===== config.mk =====
export PLATFORM = sky130hd
export DESIGN_NAME = sipo_shifter
export DESIGN_NICKNAME = d
export VERILOG_FILES = /design/src/hdl/sipo_pkg.sv /design/src/hdl/sipo_shifter.sv
export SDC_FILE = /design/constraint.sdc
export NUM_CORES = 1
export LEC_CHECK = 0
export ABC_CLOCK_PERIOD_IN_PS = 5040
export BUFFER_PORTS_ARGS = -buffer_cell sky130_fd_sc_hd__buf_4
export CAP_MARGIN = 5
export CORE_ASPECT_RATIO = 1.2
export CORE_MARGIN = 4
export CORE_UTILIZATION = 57
export DETAILED_ROUTE_END_ITERATION = 7
export PLACE_DENSITY = 0.85
export SETUP_SLACK_MARGIN = 0.4
export SLEW_MARGIN = 5
export SYNTH_ARGS = -nofsm -noshare
export SYNTH_HDL_FRONTEND = slang
export SYNTH_SLANG_ARGS = --single-unit

===== constraint.sdc =====
create_clock -name clk -period 5.04 [get_ports clk]
set_clock_uncertainty 0.05 [all_clocks]
set_input_delay 1.008 -clock clk [delete_from_list [all_inputs] [get_ports clk]]
set_output_delay 1.008 -clock clk [all_outputs]
set_load 0.02 [all_outputs]

===== src/hdl/sipo_pkg.sv =====
// constants and carrier types for the gated serial-in parallel-out shifter
package sipo_pkg;
    localparam int        STAGES       = 8;
    localparam int        SYNC_DEPTH   = 2;
    localparam int        BUF_DEPTH    = 2;
    localparam logic [7:0] STAGE_RESET = 8'h00;
    localparam logic [1:0] COUNT_RESET = 2'h0;
    localparam logic [3:0] PIN_RESET   = 4'h0;

    // pin group as sampled from the host
    typedef struct packed {
        logic clearN;
        logic shiftClk;
        logic firstInput;
        logic secondInput;
    } pins_t;
endpackage


===== src/hdl/sipo_shifter.sv =====
// gated serial-in parallel-out shift register with a two-entry bit buffer
`timescale 1ns/1ps
`default_nettype none

// How it works
// - eight stages are fed by one serial bit, firstInput AND secondInput.
// - the serial bit is high only when both inputs are high.
// - a bit is taken only on a rising shiftClk; inputs are free otherwise.
// - each shift loads the gated bit into stage one and moves the rest up.
// - the old last-stage bit is dropped, one position per shift.
// - clear_n low while ce is high forces all stages to zero whatever shiftClk and data do.
// - with clear_n high and no shift, every stage keeps its level.
module sipo_shifter #(
    parameter int WIDTH = sipo_pkg::STAGES
) (
    input  wire logic             clk,
    input  wire logic             rst_b,
    input  wire logic             ce,
    input  wire logic             shiftClk,
    input  wire logic             firstInput,
    input  wire logic             secondInput,
    input  wire logic             clear_n,
    input  wire logic             shiftReady,
    output var  logic [WIDTH-1:0] stageOut,
    output var  logic             stageOneOut,
    output var  logic             lastStageOut,
    output var  logic             bufferReady
);
    // the stage word and its reset value are fixed at eight bits
    if (WIDTH != sipo_pkg::STAGES) begin : widthCheck
        $error("sipo_shifter: WIDTH must equal STAGES");
    end

    sipo_pkg::pins_t pinMeta;
    sipo_pkg::pins_t pinSync;
    logic            clkPrev;
    sipo_pkg::pins_t next_pinMeta;
    sipo_pkg::pins_t next_pinSync;
    logic            next_clkPrev;

    // pins come from another domain: two flops before any use
    always_comb begin
        next_pinMeta = pinMeta;
        next_pinSync = pinSync;
        next_clkPrev = clkPrev;
        if (ce) begin
            next_pinMeta = '{clearN: clear_n, shiftClk: shiftClk,
                             firstInput: firstInput,
                             secondInput: secondInput};
            next_pinSync = pinMeta;
            next_clkPrev = pinSync.shiftClk;
        end
    end

    always_ff @(posedge clk or negedge rst_b) begin
        if (!rst_b) begin
            pinMeta <= sipo_pkg::PIN_RESET;
            pinSync <= sipo_pkg::PIN_RESET;
            clkPrev <= 1'b0;
        end else begin
            pinMeta <= next_pinMeta;
            pinSync <= next_pinSync;
            clkPrev <= next_clkPrev;
        end
    end

    logic clearing;
    logic riseSeen;
    logic serialBit;
    assign clearing  = ce && !pinSync.clearN;
    // data sampled with the same delay as the clock, so setup is kept
    assign riseSeen  = ce && pinSync.clearN && pinSync.shiftClk
                       && !clkPrev;
    assign serialBit = pinSync.firstInput & pinSync.secondInput;

    // two-entry buffer: a stalled receiver loses no bit until it is full
    logic             bufMem [sipo_pkg::BUF_DEPTH];
    logic             wrPtr;
    logic             rdPtr;
    logic [1:0]       count;
    logic             push;
    logic             pop;
    logic             next_bufMem [sipo_pkg::BUF_DEPTH];
    logic             next_wrPtr;
    logic             next_rdPtr;
    logic [1:0]       next_count;
    logic             next_bufferReady;
    logic [WIDTH-1:0] next_stageOut;

    // an edge arriving while full is dropped; bufferReady warns the host
    assign push = riseSeen && (count != 2'(sipo_pkg::BUF_DEPTH));
    assign pop  = ce && pinSync.clearN && (count != 2'h0) && shiftReady;

    always_comb begin
        next_bufMem = bufMem;
        next_wrPtr  = wrPtr;
        next_rdPtr  = rdPtr;
        next_count  = count;
        next_stageOut = stageOut;
        if (clearing) begin
            next_wrPtr    = 1'b0;
            next_rdPtr    = 1'b0;
            next_count    = sipo_pkg::COUNT_RESET;
            next_stageOut = sipo_pkg::STAGE_RESET;
        end else begin
            if (push) begin
                next_bufMem[wrPtr] = serialBit;
                next_wrPtr = ~wrPtr;
            end
            if (pop) begin
                next_rdPtr = ~rdPtr;
                // last stage falls off the top
                next_stageOut = {stageOut[WIDTH-2:0], bufMem[rdPtr]};
            end
            next_count = count + 2'(push) - 2'(pop);
        end
        next_bufferReady = (next_count != 2'(sipo_pkg::BUF_DEPTH));
    end

    always_ff @(posedge clk or negedge rst_b) begin
        if (!rst_b) begin
            bufMem[0]    <= 1'b0;
            bufMem[1]    <= 1'b0;
            wrPtr        <= 1'b0;
            rdPtr        <= 1'b0;
            count        <= sipo_pkg::COUNT_RESET;
            stageOut     <= sipo_pkg::STAGE_RESET;
            stageOneOut  <= 1'b0;
            lastStageOut <= 1'b0;
            bufferReady  <= 1'b1;
        end else begin
            bufMem       <= next_bufMem;
            wrPtr        <= next_wrPtr;
            rdPtr        <= next_rdPtr;
            count        <= next_count;
            stageOut     <= next_stageOut;
            // registered copies of the two end stages
            stageOneOut  <= next_stageOut[0];
            lastStageOut <= next_stageOut[WIDTH-1];
            bufferReady  <= next_bufferReady;
        end
    end
endmodule

`default_nettype wire


Word-level counts from Yosys, hierarchy flattened:

Cells that the tools add are included.

* register bits after elaboration: 26
* bits of input ports: 8
* output and inout port bits: 11

* add/sub/neg operators: 2
* $lt $le $gt $ge: 3
* equal/unequal tests: 2
* multiplexer cells: 13
* bitwise logic cells: 6
* reductions and logical operators: 14

Operators by type and width (count)
* 8-bit two-way mux: 2
* 1-bit logical AND: 8
* 1-bit two-way mux: 8
* 2-bit nonzero test: 3
* 2-bit greater-or-equal comparator, second input constant: 2
* 2-bit inequality test, second input constant: 2
* 1-bit NOT with 2-bit output: 2
* 1-bit NOT: 3
* 2-bit by 1-bit adder with 2-bit output: 1
* 2-bit bitwise mux: 1
* 1-bit zero test: 2
* 2-bit by 1-bit < comparator with 1-bit output, second input constant: 1
* 2-bit two-way mux: 1
* 2-bit AND reduction: 1
* 2-bit by 1-bit subtractor with 2-bit output: 1
* 1-bit AND: 1
* 1-bit demux with 1-bit select: 1

Depth between registers and ports, before layout:

Gate-level depths: netlist of run 1.

* depth after elaboration: 8
* mapped depth: 9
* gate-level depth less buffers: 8

Worst setup path after synthesis of run 1:

No wires, ideal clock.

* path kind: input to register
* start: input ce
* end: register bufferReady
* library setup time: 0.088 ns
* arrival time: 2.471 ns
* required time: 4.902 ns
* slack: 2.431 ns
* stages on the path: 9
* buffers on the path: 2
* cell sequence: o2111a_1 buf_6 buf_12 ha_1 inv_1 ha_1 xor2_1 xnor2_1 or3_1

* cells in the longest elaborated chain, start to end: 8
* elaborated cells between the ends (all ways): 11
* classes of those cells: add/sub (2); eq/ne (1); mux (1); reduce/logical (7)

RTL lines
* start, declared: RTL line sipo_shifter.sv:18 `input wire logic ce,`
* 1-bit logical AND: RTL line sipo_shifter.sv:72, sipo_shifter.sv:92
* 1-bit logical AND: RTL line sipo_shifter.sv:72 `assign riseSeen = ce && pinSync.clearN && pinSync.shiftClk`
* 1-bit logical AND: RTL line sipo_shifter.sv:73 `&& !clkPrev;`
* 1-bit logical AND: RTL line sipo_shifter.sv:91 `assign push = riseSeen && (count != 2'(sipo_pkg::BUF_DEPTH));`
* 2-bit by 1-bit adder with 2-bit output: RTL line sipo_shifter.sv:115 `next_count = count + 2'(push) - 2'(pop);`
* 2-bit by 1-bit subtractor with 2-bit output: RTL line sipo_shifter.sv:115
* 2-bit two-way mux *: RTL line sipo_shifter.sv:100 `if (clearing) begin`
* 2-bit inequality test *: RTL line sipo_shifter.sv:117 `next_bufferReady = (next_count != 2'(sipo_pkg::BUF_DEPTH));`
* named net next_bufferReady: RTL line sipo_shifter.sv:87 `logic next_bufferReady;`
* end signal, assigned: RTL line sipo_shifter.sv:140 `bufferReady <= next_bufferReady;`
* end, declared: RTL line sipo_shifter.sv:27 `output var logic bufferReady`

Mark *: on every way through the listed nets, which the timed path passes. The rest lies on a longest branch.
A chain may end at the register's enable or synchronous reset.

Final worst setup path of run 1:

Same ends and word-level chain as after synthesis.

==> reports/metrics.cfg, run 1 <==
[global_routing]
grt_max_degree = 25
grt_use_met2 = 0.246
grt_antenna_before_repair = 0
track_usage = 0.148
busiest_layer = met2
overflow = 0
grt_first_pass_wirelength_um = 2930
grtUsageMet3 = 0.0288
grt_pass1_vias = 681
grtUsageMet1 = 0.172

[power]
power_density_mw_per_mm2 = 395
p_total_mw = 0.501
p_leak_nw = 0.606
ir_worst_vdd_mv = 0.262

[setup_path]
crit_path_end_kind = flop
crit_type = in -> reg
critical_path_arrival_ns = 2.76
timing.rr.end = bufferReady$_DFF_PN1_
r2r_cells = 8
start_kind = input pin
worstPathMaxFanout = 13
required_ns = 5.25
regToRegSetupSlack_ns = 2.91
rr_startpoint = count[1]$_DFF_PN0_

[sta]
finalCritPeriodShare = 0.507
tns_ns = 0
report.final.hold_viol_count = 0
worst_pin_slew_ns = 0.349
rsz0062_at_grt = no
max_freq_mhz = 391
slew_headroom = 0.768
post-route-min-period_ns = 2.56
finalSetupViolations = 0
slew_violations = 0

[finish]
finalNetCount = 114
diodes = 0
area_growth_pct = 14.2
drive_gt1_frac = 0.408

[synthesis]
synth.area.mux_share = 0.121
ys_seq_elements = 24
avgSynthCellArea_um2 = 12.9
synth_top_family_by_area = simple AND/OR/NAND/NOR gates
netlist_area_mm2 = 0.00111
synth_compound_area_frac = 0.0880
ys_seq_area_frac = 0.543
ys.warnings.count = 0
synth_fa_ha_area_frac = 0.0226
yosysTopAreaCellShare = 0.519
syn_nets = 96
synth_xor_xnor_area_share = 0.0237
yosys.area_share.simple = 0.143
synth_area_leader_cell = dfrtp_1
synth.area.top_cells = dfrtp_1 52%, mux2_1 11%, o21ai_2 5.5%
yosysUniqueCellTypes = 30
synthCells = 86

[floorplan]
die_h_um = 56.3
ios = 19
core-area_mm2 = 0.00185
rows = 17
die_w_um = 48.3
design.die.area_mm2 = 0.00272
initial_core_util = 0.599

[detailed_routing]
firstDrtPassIters = 4
drtIter0Drc = 5
vias = 668
drc = 0
via_per_inst = 5.48
wl_um = 1670
ant_nets = 0
wl_per_cell_um = 13.7

[placed_design]
gp_congestion = 0.684
portBuffers = 18
place_hpwl_um = 1220

[clock_network]
clockBufferDepth = 2
htreeDepth = 1
cts_tree = built
root_buffer = clkbuf_4
postCtsSetupBuffers = 0
insertion_delay_ns = 0.33
post_cts_resized = 0
cts.clk_slew.worst_paths_ns = 0.14
cts_buffers = 3
clock-sinks = 24
cts_hold_buf = 0

[status]
status = complete, no violations

[min_path]
worst_hold_path_type = reg -> reg
min-delay-start = pinSync[0]$_DFFE_PN0P_
hold_depth = 1
min_to = pinSync[0]$_DFFE_PN0P_

[run]
drv_cap = 0

==> cell usage after synthesis <==
library cell	number
a211oi_2	1
and2_1	2
and2b_1	1
and2b_4	1
buf_12	1
buf_4	2
buf_6	2
clkbuf_1	1
dfrtp_1	23
dfstp_2	1
ha_1	2
inv_1	1
mux2_1	11
mux2i_1	1
nand2_1	7
nand2_2	7
nand2b_1	1
nand4b_1	1
nor2_1	2
nor2_2	1
nor3_1	1
nor3b_2	1
o2111a_1	1
o211ai_1	1
o21ai_1	1
o21ai_2	7
or2_1	1
or3_1	1
xnor2_1	2
xor2_1	1
==> through the flow <==
stage	utilization	std cells	area, um2	worst slack [ns]	hold slack (ns)
2_1_floorplan	-	86	1110	2.43	0.398
3_3_place_gp	0.656	118	1210	2.20	0.412
3_5_place_dp	0.656	118	1210	2.13	0.418
4_1_cts	0.684	122	1270	2.48	0.448
5_1_grt	0.684	122	1270	2.38	0.468
6_report	0.684	122	1270	2.48	0.445
==> critical path: stages <==
cell and delay [ns]:
buf_4 0.18, nand4b_1 0.20, or2_1 0.28, ha_1 0.27, inv_1 0.04, ha_1 0.18, xor2_1 0.17, xnor2_1 0.13
or3_1 0.30
==> flip-flops by register name, summed over array words and instances (netlist names) <==
signal / count
bufMem: 2
rdPtr: 1
pinMeta: 4
count: 2
clkPrev: 1
pinSync: 4
bufferReady: 1
stageOut: 8
wrPtr: 1
==> final cells by class <==
type / instances / area [um2]
repair buffers: 19 / 143
multi-input cells: 55 / 442
well taps: 19 / 23.8
clock inverters: 1 / 30.0
fillers: 150 / 584
clock buffers: 3 / 22.5
flip-flops and latches: 24 / 602
inverters: 1 / 3.75
==> kinds of logic after synthesis <==
family | count (synthesis)
compound gates | 11
xor+xnor | 3
fa+ha+maj | 2
buf+inv | 7
flops | 24
mux | 12
simple gates | 27
==> how the worst max path moves through the flow <==
stage,startpoint,end,slack (ns),cells after the start
after CTS,ce,bufferReady$_DFF_PN1_,2.48,9
final,ce,bufferReady$_DFF_PN1_,2.48,9
after global placement,ce,bufferReady$_DFF_PN1_,2.20,9
after global routing,ce,bufferReady$_DFF_PN1_,2.38,9
after floorplan,ce,bufferReady$_DFF_PN1_,2.43,9
after detailed placement,ce,bufferReady$_DFF_PN1_,2.13,9
==> per-layer routing <==
metal	share of wire	up-vias
met5	0	-
met4	0.025	0
met3	0.063	5
met2	0.52	17
met1	0.40	319
li1	-	327
==> report_power, final <==
part	total, mW	leakage, nW	switching, mW	internal (mW)
combinational	0.108	0.270	0.0557	0.0523
sequential	0.252	0.308	0.0234	0.229
clock	0.140	0.0279	0.0599	0.0805
==> cells in the final DEF (no fill, tap or decap), types with 2 or more instances in the layout <==
cell      count
o21ai_2       7
and2_1        2
nor2_1        2
mux2_1       11
nand2_1       7
clkbuf_4      3
nand2_2       7
xnor2_1       2
dfrtp_1      23
buf_4        19
ha_1          2
(Power assumes the default switching activity.)
==> inputs of run 2 (changes only) <==
--- a/config.mk
+++ b/config.mk
@@ -5,14 +5,14 @@
 export SDC_FILE = /design/constraint.sdc
 export NUM_CORES = 1
 export LEC_CHECK = 0
-export ABC_CLOCK_PERIOD_IN_PS = 5040
+export ABC_CLOCK_PERIOD_IN_PS = 2450
 export BUFFER_PORTS_ARGS = -buffer_cell sky130_fd_sc_hd__buf_4
 export CAP_MARGIN = 5
 export CORE_ASPECT_RATIO = 1.2
 export CORE_MARGIN = 4
-export CORE_UTILIZATION = 57
+export CORE_UTILIZATION = 53
 export DETAILED_ROUTE_END_ITERATION = 7
-export PLACE_DENSITY = 0.85
+export PLACE_DENSITY = 0.8
 export SETUP_SLACK_MARGIN = 0.4
 export SLEW_MARGIN = 5
 export SYNTH_ARGS = -nofsm -noshare
==> constraint.sdc (replaced) <==
create_clock -name clk -period 2.45 [get_ports clk]
set_clock_uncertainty 0.05 [all_clocks]
set_input_delay 0.49 -clock clk [delete_from_list [all_inputs] [get_ports clk]]
set_output_delay 0.49 -clock clk [all_outputs]
set_load 0.02 [all_outputs]
==> run 2 against run 1 <==
  * Critical path type is now reg -> reg
  * Critical path depth is 1 lower
  * Wire length is 15% higher
  * Non-clock buffer count is 9 higher
  * Critical endpoint unchanged
==> reports/metrics.cfg, run 2 (same netlist as run 1, synthesis figures left out) <==
[power]
p_total_mw = 1.06
ir_worst_vdd_mv = 0.583
p_leak_nw = 0.642
power_density_mw_per_mm2 = 770

[setup_path]
crit_type = reg -> reg
crit_chain = nand4b_1 > or2_4 > ha_4 > inv_2 > ha_4 > xor2_4 > xnor2_2 > or3_1
critical_path_arrival_ns = 2.30
regToRegSetupSlack_ns = 0.34
worstPathMaxFanout = 2
crit_slowest_cell = dfrtp_1
required_ns = 2.64
cp_num_buf_inv = 1
crit_family = simple AND/OR/NAND/NOR gates
start_kind = flop
max_stage_delay_ns = 0.40
crit_path_end_kind = flop
cpMostUsedCell = ha_4

[sta]
finalSetupViolations = 0
slew_violations = 0
tns_ns = 0
finalCritPeriodShare = 0.861
post-route-min-period_ns = 2.11
report.final.hold_viol_count = 0
max_freq_mhz = 474
rsz0062_at_grt = yes
slew_headroom = 0.764
worst_pin_slew_ns = 0.355

[placed_design]
gp_congestion = 0.689
portBuffers = 18
place_hpwl_um = 1210

[clock_network]
htreeDepth = 1
insertion_delay_ns = 0.31
clockBufferDepth = 2
clock-sinks = 24
cts.clk_slew.worst_paths_ns = 0.13
cts_buffers = 3
cts_tree = built
root_buffer = clkbuf_4

[detailed_routing]
drtIter0Drc = 9
dr_wl_met2_um = 1020
firstDrtPassIters = 4
wl_per_cell_um = 14.7
ant_nets = 0
wl_met1_um = 747
drc = 0
dr_wl_met3_um = 140
wl_um = 1930
vias = 720
via_per_inst = 5.50
top_layer_used = met4

[min_path]
worst_hold_path_type = in -> reg

[finish]
largest_reg_flops = 8
mostFrequentLayoutCells = 27 x buf_4, 23 x dfrtp_1, 11 x mux2_1
top_register = stageOut
top_regs = stageOut (8), pinMeta (4), pinSync (4)
layout_commonest_cell = buf_4
area_growth_pct = 24.0
finalNetCount = 123
drive_gt1_frac = 0.509
diodes = 0

[floorplan]
die_h_um = 58.1
design.die.area_mm2 = 0.00289
rows = 17
core-area_mm2 = 0.00191
initial_core_util = 0.579
ios = 19
die_w_um = 49.8

[global_routing]
track_usage = 0.141
grt_max_degree = 25
overflow = 0
grt_antenna_before_repair = 0
grt_pass1_vias = 720
grt_first_pass_wirelength_um = 3100

[run]
drv_cap = 0

[status]
status = complete, no violations

run 2: cell types whose count changed in the layout (fill, tap and decap cells not counted), sizes merged:
cell,before,now
dlygate4sd3,0,1
clkbuf,3,4
buf,19,27
bufinv,1,0
run 2: path summary, 6_finish.rpt:
path	cells after the start	from	to
min	2	firstInput	pinMeta[1]$_DFFE_PN0P_
max in group asynchronous	2	rst_b	bufferReady$_DFF_PN1_
min reg2reg	1	pinMeta[2]$_DFFE_PN0P_	pinMeta[2]$_DFFE_PN0P_
max reg2reg	8	clkPrev$_DFFE_PN0P_	bufferReady$_DFF_PN1_
min in group asynchronous	2	rst_b	stageOut[3]$_DFFE_PN0P_
max	8	clkPrev$_DFFE_PN0P_	bufferReady$_DFF_PN1_
run 2: area by class of cell:
class	instances	area, um2
Clock buffer	4	36.3
Fill cell	147	539
Inverter	1	3.75
Multi-Input combinational cell	55	497
Sequential cell	24	602
Tap cell	19	23.8
Timing Repair Buffer	28	213
run 2: power by group:
group / internal, mW / leakage [nW] / switching (mW)
Combinational: 0.180 / 0.313 / 0.155
Sequential: 0.471 / 0.308 / 0.0480
Clock: 0.0907 / 0.0210 / 0.114
Total: 0.742 / 0.642 / 0.317
run 2: metrics by stage:
stage / area [um2] / hold WS [ns] / util / worst slack (ns) / instances
after global routing: 1380 / 0.324 / 0.718 / 0.270 / 131
after global placement: 1220 / 0.350 / 0.638 / 0.230 / 119
after floorplan: 1110 / 0.144 / - / 0.377 / 86
after CTS: 1280 / 0.00491 / 0.669 / 0.331 / 126
final: 1380 / 0.334 / 0.718 / 0.340 / 131
after detailed placement: 1220 / 0.352 / 0.638 / 0.153 / 119
run 2: per-layer routing:
layer  up-vias  global-route usage
met1       348               0.153
met3         2              0.0411
met2        28               0.259
met4         0              0.0474
li1        342                   -
met5         -                   0
run 2: repair_timing:
item | CTS | global route
hold buffers | 0 | 1
hold endpoints to repair | 0 | 13
pin swaps | 3 | 4
gates resized for setup | 1 | 8
gates cloned | 0 | 0
endpoints found under the setup margin | 1 | 2
buffers inserted | 3 | 4
run 2: worst reg2reg max path, cell delays in order, from the launching register on:
cell,delay [ns]
dfrtp_1,0.40
nand4b_1,0.22
or2_4,0.29
ha_4,0.27
inv_2,0.04
ha_4,0.16
xor2_4,0.15
xnor2_2,0.14
or3_1,0.32
==> inputs of run 3 (changes only) <==
--- a/config.mk
+++ b/config.mk
@@ -10,9 +10,10 @@
 export CAP_MARGIN = 5
 export CORE_ASPECT_RATIO = 1.2
 export CORE_MARGIN = 4
-export CORE_UTILIZATION = 53
+export CORE_UTILIZATION = 57
+export CTS_BUF_LIST = sky130_fd_sc_hd__clkbuf_2 sky130_fd_sc_hd__clkbuf_4 sky130_fd_sc_hd__clkbuf_8
 export DETAILED_ROUTE_END_ITERATION = 7
-export PLACE_DENSITY = 0.8
+export PLACE_DENSITY = 0.85
 export SETUP_SLACK_MARGIN = 0.4
 export SLEW_MARGIN = 5
 export SYNTH_ARGS = -nofsm -noshare
==> run 3 against run 2 <==
  * Sequential power fell by 1%
  * Via count decreased by 4.9%
  * Core utilization decreased by 1.4 points
  * Highest routed layer unchanged
==> reports/metrics.cfg, run 3 (same netlist as run 1, synthesis figures left out) <==
[sta]
worst_pin_slew_ns = 0.342
rsz0062_at_grt = yes
whs_ns = 0.000911
max_freq_mhz = 484
report.final.hold_viol_count = 0
post-route-min-period_ns = 2.07
tns_ns = 0
slew_violations = 0
finalSetupViolations = 0
slew_headroom = 0.772
finalCritPeriodShare = 0.844

[detailed_routing]
drc = 0
vias = 685
ant_nets = 0
drtIter0Drc = 7
firstDrtPassIters = 4
via_per_inst = 5.39
wl_per_cell_um = 12.8
wl_um = 1620

[clock_network]
cts_buffers = 3
insertion_delay_ns = 0.30
clockBufferDepth = 2
cts_hold_buf = 0
clock-sinks = 24
htreeDepth = 1
cts.clk_slew.worst_paths_ns = 0.13
cts_tree = built
root_buffer = clkbuf_4

[global_routing]
grt_use_met2 = 0.224
track_usage = 0.133
grtUsageMet1 = 0.164
grt_pass1_vias = 639
grtUsageMet3 = 0.0192
grt_max_degree = 25
grt_antenna_before_repair = 0
busiest_layer = met2
overflow = 0
grt_first_pass_wirelength_um = 2660

[finish]
area_growth_pct = 17.5
top_register = stageOut
largest_reg_flops = 8
num-fill-cells = 143
fin_area_mm2 = 0.00130
diodes = 0
top_regs = stageOut (8), pinMeta (4), pinSync (4)
fin_cells = 127
mostFrequentLayoutCells = 24 x buf_4, 23 x dfrtp_1, 11 x mux2_1
postLayoutCoreUtil = 0.704
finalNetCount = 119
layout_commonest_cell = buf_4
drive_gt1_frac = 0.472

[run]
drv_cap = 0

[power]
ir_worst_vdd_mv = 0.444
power_density_mw_per_mm2 = 765
combPwrFrac = 0.298
power_frac_seq = 0.516
p_int_mw = 0.704
power.switching_mw = 0.292
swShare = 0.293
p_leak_nw = 0.615
power.share.clock = 0.186

[floorplan]
core-area_mm2 = 0.00185
ios = 19
rows = 17
initial_core_util = 0.599
die_h_um = 56.3
die_w_um = 48.3
design.die.area_mm2 = 0.00272

[placed_design]
gp_congestion = 0.688
dp_cells = 119
place_hpwl_um = 1140
portBuffers = 18
placed_area_mm2 = 0.00122

[setup_path]
r2r_cells = 8
worstPathMaxFanout = 2
crit_path_end_kind = flop
critical_path_arrival_ns = 2.25
rr_startpoint = clkPrev$_DFFE_PN0P_
start_kind = flop
regToRegSetupSlack_ns = 0.38
timing.rr.end = bufferReady$_DFF_PN1_
crit_type = reg -> reg
required_ns = 2.64

[status]
status = complete, no violations

[min_path]
worst_hold_path_type = in -> async

[run 3: changes by cell type in the layout (fill, tap and decap cells not counted)]
cell           previous run  this run
buf_4                    27        24
clkbuf_4                  3         4
clkbuf_8                  1         0
dlygate4sd3_1             1         0
ha_1                      0         1
ha_4                      2         1
or2_1                     0         1
or2_4                     1         0
xnor2_1                   1         2
xnor2_2                   1         0
xor2_2                    0         1
xor2_4                    1         0
[run 3: power by group through the flow]
stage	Sequential (mW)	Clock [mW]	Combinational (mW)
finish	0.514	0.186	0.297
global route	0.523	0.203	0.326
CTS	0.514	0.191	0.263
detailed placement	0.527	0	0.224
global placement	0.524	0	0.219
floorplan	0.532	0	0.161
[run 3: final cells by class]
| class | count | area, um2 | area share |
|---|---|---|---|
| clock buffers | 4 | 30.0 | 0.0231 |
| inverters | 1 | 3.75 | 0.00288 |
| multi-input cells | 55 | 463 | 0.355 |
| flip-flops and latches | 24 | 602 | 0.462 |
| well taps | 19 | 23.8 | 0.0183 |
| repair buffers | 24 | 180 | 0.138 |
[run 3: worst max-delay path by stage]
stage / startpoint / end / slack, ns / cells after the start
6_report: clkPrev$_DFFE_PN0P_ / bufferReady$_DFF_PN1_ / 0.38 / 8
5_1_grt: clkPrev$_DFFE_PN0P_ / bufferReady$_DFF_PN1_ / 0.29 / 8
4_1_cts: count[1]$_DFF_PN0_ / bufferReady$_DFF_PN1_ / 0.41 / 8
3_5_place_dp: ce / bufferReady$_DFF_PN1_ / 0.18 / 9
3_3_place_gp: ce / bufferReady$_DFF_PN1_ / 0.23 / 9
2_1_floorplan: ce / bufferReady$_DFF_PN1_ / 0.38 / 9
[run 3: layer usage]
layer | vias up | wire length [um]
met5 | - | 0
met4 | 0 | 23
met3 | 4 | 102
met2 | 22 | 823
met1 | 323 | 673
li1 | 336 | -
[run 3: metrics by stage]
step           power, mW  setup slack [ns]
2_1_floorplan      0.694             0.377
3_3_place_gp       0.742             0.231
3_5_place_dp       0.751             0.184
4_1_cts            0.969             0.405
5_1_grt             1.05             0.288
6_report           0.997             0.383
[run 3: critical path: stages (launching register included)]
cell and delay, ns:
dfrtp_1 0.39, nand4b_1 0.18, or2_1 0.26, ha_1 0.30
inv_2 0.05, ha_4 0.16, xor2_2 0.17, xnor2_1 0.14
or3_1 0.31
[run 3: what timing repair did]
action,4_1_cts,5_1_grt
pin swaps,0,4
resized for setup,1,4
endpoints found under the setup margin,1,1
buffers inserted,3,1
gates cloned,0,0
